--- src/verilog/gpc_pkg.sv ---
// gpc_pkg: constants, register indices and carrier structs for the
// eight-bit port pin control block.
// assumes: single 200 MHz clock, plain address/strobe register port.
package gpc_pkg;

    localparam int GPC_PINS = 8;
    localparam int GPC_ADDR_W = 4;

    // register indices on the plain register port
    localparam logic [3:0] GPC_REG_FUNC_SEL = 4'h0;
    localparam logic [3:0] GPC_REG_DIRECTION = 4'h1;
    localparam logic [3:0] GPC_REG_INPUT_LEVEL = 4'h2;
    localparam logic [3:0] GPC_REG_OUTPUT_VALUE = 4'h3;
    localparam logic [3:0] GPC_REG_PULLUP_EN = 4'h4;
    localparam logic [3:0] GPC_REG_FAST_SLEW = 4'h5;
    localparam logic [3:0] GPC_REG_ALT_CHOICE = 4'h6;

    // reset values of the cleared registers
    localparam logic [7:0] GPC_RST_ZERO = 8'h00;
    // answer on an unmapped address
    localparam logic [7:0] GPC_UNMAPPED_DATA = 8'h00;

    // register port request
    typedef struct packed {
        logic [3:0] addr;
        logic [7:0] wdata;
        logic wr;
        logic rd;
    } gpc_req_s;

    // pad-side controls for the whole port
    typedef struct packed {
        logic [7:0] out_data;
        logic [7:0] out_en;
        logic [7:0] pullup_on;
        logic [7:0] fast_slew;
        logic [7:0] in_buf_en;
    } gpc_pad_s;

    // peripheral side: what the peripherals drive, data and output enable
    typedef struct packed {
        logic [7:0] out_data;
        logic [7:0] out_en;
    } gpc_periph_drive_s;

endpackage

--- src/verilog/gpc_port.sv ---
// gpc_port: one eight-bit port of general-purpose pins with peripheral
// takeover, direction, output value, weak pull-up and slew control.
// assumes: pad inputs are synchronous to clk or settle through the
// two-flop stage here; peripherals live outside and use sel outputs.
`timescale 1ns/1ps

module gpc_port
    import gpc_pkg::*;
(
    input wire logic clk,
    input wire logic resetn,
    input wire logic [3:0] reg_addr,
    input wire logic [7:0] reg_wdata,
    input wire logic reg_wr,
    input wire logic reg_rd,
    output logic [7:0] reg_rdata,
    input wire logic [7:0] pad_in,
    output logic [7:0] pad_out,
    output logic [7:0] pad_oe,
    output logic [7:0] pad_pullup,
    output logic [7:0] pad_fast_slew,
    output logic [7:0] pad_in_buf_en,
    input wire logic [7:0] periph_a_out,
    input wire logic [7:0] periph_a_oe,
    input wire logic [7:0] periph_b_out,
    input wire logic [7:0] periph_b_oe,
    output logic [7:0] periph_a_sel,
    output logic [7:0] periph_b_sel,
    output logic [7:0] periph_in
);

    ////////////////////////////////////////////////////////////////////
    // request bundle and address decode

    gpc_req_s req;
    assign req = '{addr: reg_addr, wdata: reg_wdata, wr: reg_wr,
                   rd: reg_rd};

    wire logic hit_func = req.addr == GPC_REG_FUNC_SEL;
    wire logic hit_dir = req.addr == GPC_REG_DIRECTION;
    wire logic hit_in = req.addr == GPC_REG_INPUT_LEVEL;
    wire logic hit_out = req.addr == GPC_REG_OUTPUT_VALUE;
    wire logic hit_pu = req.addr == GPC_REG_PULLUP_EN;
    wire logic hit_slew = req.addr == GPC_REG_FAST_SLEW;
    wire logic hit_alt = req.addr == GPC_REG_ALT_CHOICE;

    // write enables; input level has none since it is read-only
    wire logic wr_func = req.wr && hit_func;
    wire logic wr_dir = req.wr && hit_dir;
    wire logic wr_out = req.wr && hit_out;
    wire logic wr_pu = req.wr && hit_pu;
    wire logic wr_slew = req.wr && hit_slew;
    wire logic wr_alt = req.wr && hit_alt;

    ////////////////////////////////////////////////////////////////////
    // control registers

    logic [7:0] pin_function_select;
    logic [7:0] pin_direction;
    logic [7:0] pin_output_value;
    logic [7:0] pin_pullup_enable;
    logic [7:0] pin_fast_slew;
    logic [7:0] pin_alternate_choice;
    logic [7:0] pin_input_level;

    // registers that reset clears
    always_ff @(posedge clk or negedge resetn) begin
        if (!resetn) begin
            pin_function_select <= GPC_RST_ZERO;
            pin_direction <= GPC_RST_ZERO;
            pin_pullup_enable <= GPC_RST_ZERO;
            pin_fast_slew <= GPC_RST_ZERO;
            pin_alternate_choice <= GPC_RST_ZERO;
        end else begin
            if (wr_func) pin_function_select <= req.wdata;
            if (wr_dir) pin_direction <= req.wdata;
            if (wr_pu) pin_pullup_enable <= req.wdata;
            if (wr_slew) pin_fast_slew <= req.wdata;
            if (wr_alt) pin_alternate_choice <= req.wdata;
        end
    end

    // output value: no reset, unknown until first write
    always_ff @(posedge clk) begin
        if (wr_out) pin_output_value <= req.wdata;
    end

    ////////////////////////////////////////////////////////////////////
    // input synchroniser; first stage feeds only the second

    logic [7:0] sync_meta;
    always_ff @(posedge clk or negedge resetn) begin
        if (!resetn) begin
            sync_meta <= GPC_RST_ZERO;
            pin_input_level <= GPC_RST_ZERO;
        end else begin
            sync_meta <= pad_in;
            pin_input_level <= sync_meta;
        end
    end

    ////////////////////////////////////////////////////////////////////
    // per-pin output, pull-up, slew and peripheral muxing

    logic [7:0] next_pad_out;
    logic [7:0] next_pad_oe;
    logic [7:0] next_pad_pullup;
    logic [7:0] next_pad_in_buf_en;
    logic [7:0] next_sel_a;
    logic [7:0] next_sel_b;

    // general input buffer opens while software reads input level
    wire logic reading_in = req.rd && hit_in;

    genvar i;
    generate
        for (i = 0; i < GPC_PINS; i++) begin : g_pin
            wire logic alt = pin_function_select[i];
            wire logic choice = pin_alternate_choice[i];
            // choice only counts when the pin is handed over
            wire logic use_b = alt && choice;
            wire logic p_out = use_b ? periph_b_out[i] : periph_a_out[i];
            wire logic p_oe = use_b ? periph_b_oe[i] : periph_a_oe[i];
            // general mode: value bit and direction; open drain by
            // holding value 0 and toggling direction
            wire logic g_out = pin_output_value[i];
            wire logic g_oe = pin_direction[i];
            assign next_pad_out[i] = alt ? p_out : g_out;
            assign next_pad_oe[i] = alt ? p_oe : g_oe;
            // pull-up: general mode with buffer off, never in alternate
            assign next_pad_pullup[i] = !alt && !g_oe
                                        && pin_pullup_enable[i];
            assign next_pad_in_buf_en[i] = alt || reading_in;
            assign next_sel_a[i] = alt && !choice;
            assign next_sel_b[i] = use_b;
        end
    endgenerate

    // pad controls; drive stays combinational so writes act at once
    gpc_pad_s pad;
    assign pad = '{out_data: next_pad_out, out_en: next_pad_oe,
                   pullup_on: next_pad_pullup, fast_slew: pin_fast_slew,
                   in_buf_en: next_pad_in_buf_en};
    assign pad_out = pad.out_data;
    assign pad_oe = pad.out_en;
    assign pad_pullup = pad.pullup_on;
    assign pad_fast_slew = pad.fast_slew;
    assign pad_in_buf_en = pad.in_buf_en;
    assign periph_a_sel = next_sel_a;
    assign periph_b_sel = next_sel_b;
    assign periph_in = pin_input_level;

    ////////////////////////////////////////////////////////////////////
    // read-back mux, data registered one cycle after the strobe

    logic [7:0] rd_mux;
    always_comb begin
        case (req.addr)
            GPC_REG_FUNC_SEL: rd_mux = pin_function_select;
            GPC_REG_DIRECTION: rd_mux = pin_direction;
            GPC_REG_INPUT_LEVEL: rd_mux = pin_input_level;
            GPC_REG_OUTPUT_VALUE: rd_mux = pin_output_value;
            GPC_REG_PULLUP_EN: rd_mux = pin_pullup_enable;
            GPC_REG_FAST_SLEW: rd_mux = pin_fast_slew;
            GPC_REG_ALT_CHOICE: rd_mux = pin_alternate_choice;
            default: rd_mux = GPC_UNMAPPED_DATA;
        endcase
    end

    // read data holds only in the cycle after the read strobe
    always_ff @(posedge clk or negedge resetn) begin
        if (!resetn) begin
            reg_rdata <= GPC_RST_ZERO;
        end else begin
            reg_rdata <= req.rd ? rd_mux : GPC_RST_ZERO;
        end
    end

endmodule

--- config.mk ---
export PLATFORM = sky130hd
export DESIGN_NAME = gpc_port
export DESIGN_NICKNAME = d
export VERILOG_FILES = /design/src/verilog/gpc_pkg.sv /design/src/verilog/gpc_port.sv
export SDC_FILE = /design/constraint.sdc
export NUM_CORES = 1
export LEC_CHECK = 0
export BUFFER_PORTS_ARGS = -buffer_cell sky130_fd_sc_hd__buf_2
export CAP_MARGIN = 20
export CORE_MARGIN = 1
export CORE_UTILIZATION = 45
export DETAILED_ROUTE_END_ITERATION = 6
export GPL_TIMING_DRIVEN = 0
export PLACE_DENSITY = 0.81
export SLEW_MARGIN = 15
export SYNTH_ARGS = -nofsm -noshare
export SYNTH_HDL_FRONTEND = slang
export SYNTH_SLANG_ARGS = --single-unit
--- constraint.sdc ---
create_clock -name clk -period 1 [get_ports clk]
set_input_delay 0 -clock clk [delete_from_list [all_inputs] [get_ports clk]]
set_output_delay 0 -clock clk [all_outputs]
set_load 0.05 [all_outputs]
==> flow_summary_export.csv <==
group,metric,value,unit
final_layout,final_common_cell,"buf_2",
sta,relSlewSlack,51.2,%
worst_setup_path,crit_required,1.00,ns
sta,finalHoldViolations,0,
final_layout,fin_cells,606,
drt,viasPerCell,5.63,
run_status,outcome,"finished with violations",
drt,wl_per_cell,20.9,um
yosys,syn_area_per_cell,12.0,um^2
drt,dr_total_vias,3414,
drt,drt_iter0_drc,197,
global_routing,grt_pass1_vias,3485,
worst_setup_path,r2r_start,"pin_alternate_choice[3]$_DFFE_PN0P_",
sta,worstMarginPinSlew,0.731,ns
worst_setup_path,worst-setup-path-type,"register to output pin",
place,port_buffers,124,
worst_setup_path,cp-end-kind,"output pin",
yosys,synth_area,3650,um^2
power_and_ir_drop,ir_drop,1.21,mV
sta,hold_ws,0.0919,ns
global_routing,antenna_found_initial,0,
place,dp.cells,531,
floorplan,die_w,92.1,um
worst_setup_path,start_kind,"register",
worst_setup_path,crit_path_max_fanout,5,
worst_setup_path,cp_cell_sequence,"mux2i_2 -> a21oi_4 -> buf_6",
clocking,cts_made_buffers,9,
power_and_ir_drop,power_density,2090,nW/um^2
sta,rsz0062_at_grt,"true",
worst_setup_path,crit_start,"pin_alternate_choice[2]$_DFFE_PN0P_",
power_and_ir_drop,power,0.0130,W
global_routing,grt_pass1_wl,17800,um
min_path,min_from,"reg_addr[2]",
place,dp_hpwl,6690,um
global_routing,overflow,0,
drt,first_pass_iters,4,
global_routing,grt_start_max_net_pins,35,
drt,routed_wirelength,12600,um
final_layout,layout_common_cells,"buf_2 (71), buf_6 (56), buf_4 (37)",
floorplan,die_area,8480,um^2
clocking,clkTransAtPathRegs,0.07,ns
worst_setup_path,cp_slowest_stage_delay,0.47,ns
clocking,htreeDepth,3,
sta,fin_crit_sh,138,%
worst_setup_path,arrival,1.38,ns
clocking,cts_tree,"built",
drt,detail-route-antenna-nets,0,
yosys,synth-seq-cells,72,
yosys,synth.yosys.seq_area_share,50.4,%
clocking,cts_sinks,72,
global_routing,grt_use_total,27.8,%
sta,clock_skew,0.00571,ns
sta,fin_crit,1.38,ns
final_layout,num-nets-final,555,
floorplan,num_io_pins,128,
yosys,ys_warn_count,0,
yosys,async_reset_ff_share,88.9,%
final_layout,diodes,0,
yosys,netlist_instances,304,
worst_setup_path,cp_slowest_cell,"dfrtp_2",
final_layout,area_growth,71.1,%
drt,route.detailed.drc,0,
run_status,violations,"setup timing",
floorplan,rows,32,
yosys,synth-edff-count,8,
clocking,clk_path_buf_depth,2,
floorplan,fp.coreArea,7810,um^2
final_layout,nFillCells,448,
min_path,hold_class,"primary input to register",
yosys,yosys.cell_types.count,31,
clocking,insertion_delay,0.34,ns
yosys,synthesis.nets,360,
sta,slew_viol_final,0,
sta,fin_ws,-0.384,ns
floorplan,die_y,92.1,um
place,gp_congestion,0.813,
final_layout,drive_above_1_share,72.6,%
sta,setup_viol,60,
sta,fmax,0.722,GHz
yosys,synth_flop_cell,"dfrtp_1",
power_and_ir_drop,power.leakage,2.93,nW
floorplan,initial_core_util,46.8,%
clocking,cts_root_buf,"clkbuf_8",
flow_run,max_cap_viol_count,0,
cell usage after synthesis, drive strengths merged, types with 8 or more instances:
cell type | number | area (um^2)
mux2 | 48 | 541
and3b | 24 | 210
a22oi | 8 | 60.1
mux2i | 16 | 160
nor2 | 19 | 73.8
o21ai | 16 | 80.1
a21oi | 16 | 80.1
edfxtp | 8 | 240
nor2b | 9 | 56.3
nand2b | 8 | 50.1
and2 | 16 | 100
a31oi | 8 | 50.1
dfrtp | 64 | 1600
clkbuf | 9 | 33.8
buf | 14 | 95.1
worst max-delay path, delay by kind of cell (launching register included):
family | cells | cell delay [ns]
buffers and inverters | 1 | 0.16
AOI/OAI and AO/OA | 1 | 0.09
muxes | 1 | 0.31
DFF | 1 | 0.47
logic make-up after synthesis:
kind of cell / synth area share (%)
AO/OA/AOI/OAI: 7.40
buffers and inverters: 3.53
flip-flops: 50.4
multiplexers: 19.2
AND/OR/NAND/NOR: 19.5
report_power, final:
group	switching (W)	leakage (nW)	total [W]	internal [W]
logic	0.00352	2.00	0.00669	0.00317
registers	0.000646	0.829	0.00407	0.00343
clock network	0.00105	0.108	0.00229	0.00123
total	0.00522	2.93	0.0130	0.00783
what timing repair did:
item / 4_1_cts / 5_1_grt
buffers inserted: 35 / 18
hold endpoints to repair: 120 / 0
pin swaps: 28 / 15
hold buffers: 17 / 0
setup endpoints to repair: 82 / 73
resized for setup: 195 / 51
final timing paths:
| path | end | slack, ns | depth (start not counted) |
|---|---|---|---|
| setup / recovery | pad_out[2] | -0.38 | 3 |
| hold / removal | reg_rdata[6]$_DFF_PN0_ | 0.09 | 4 |
| setup reg to reg | reg_rdata[3]$_DFF_PN0_ | -0.30 | 4 |
| hold reg to reg | periph_in[7]$_DFF_PN0_ | 0.35 | 0 |
| max in group asynchronous | pin_function_select[6]$_DFFE_PN0P_ | 0.34 | 3 |
| min in group asynchronous | pin_function_select[3]$_DFFE_PN0P_ | 0.13 | 2 |
final cells by class:
cell class / instances / area [um^2] / share of cell area, %
multi-input cells: 209 / 2280 / 36.5
clock inverters: 2 / 10.0 / 0.160
plain buffers: 13 / 86.3 / 1.38
flip-flops and latches: 72 / 1880 / 30.0
well taps: 102 / 128 / 2.04
clock buffers: 14 / 193 / 3.08
repair buffers: 194 / 1680 / 26.9
stage by stage:
step / area (um^2) / utilization, % / setup slack (ns) / TNS [ns]
after global placement: 4720 / 60.4 / -0.762 / -47.76
after detailed placement: 4740 / 60.7 / -0.720 / -29.71
after CTS: 5980 / 76.7 / -0.333 / -12.99
final: 6250 / 80.1 / -0.384 / -13.61
after floorplan: 3970 / - / -0.172 / -4.92
after global routing: 6250 / 80.1 / -0.417 / -15.64
metal layers:
layer / track usage [%] / vias up / share of wire [%]
met5: 0 / - / 0
met4: 14.6 / 0 / 3.1
met3: 5.06 / 35 / 6.1
met2: 47.1 / 178 / 52
met1: 33.6 / 1713 / 39
li1: - / 1488 / -
(Power assumes the default switching activity.)
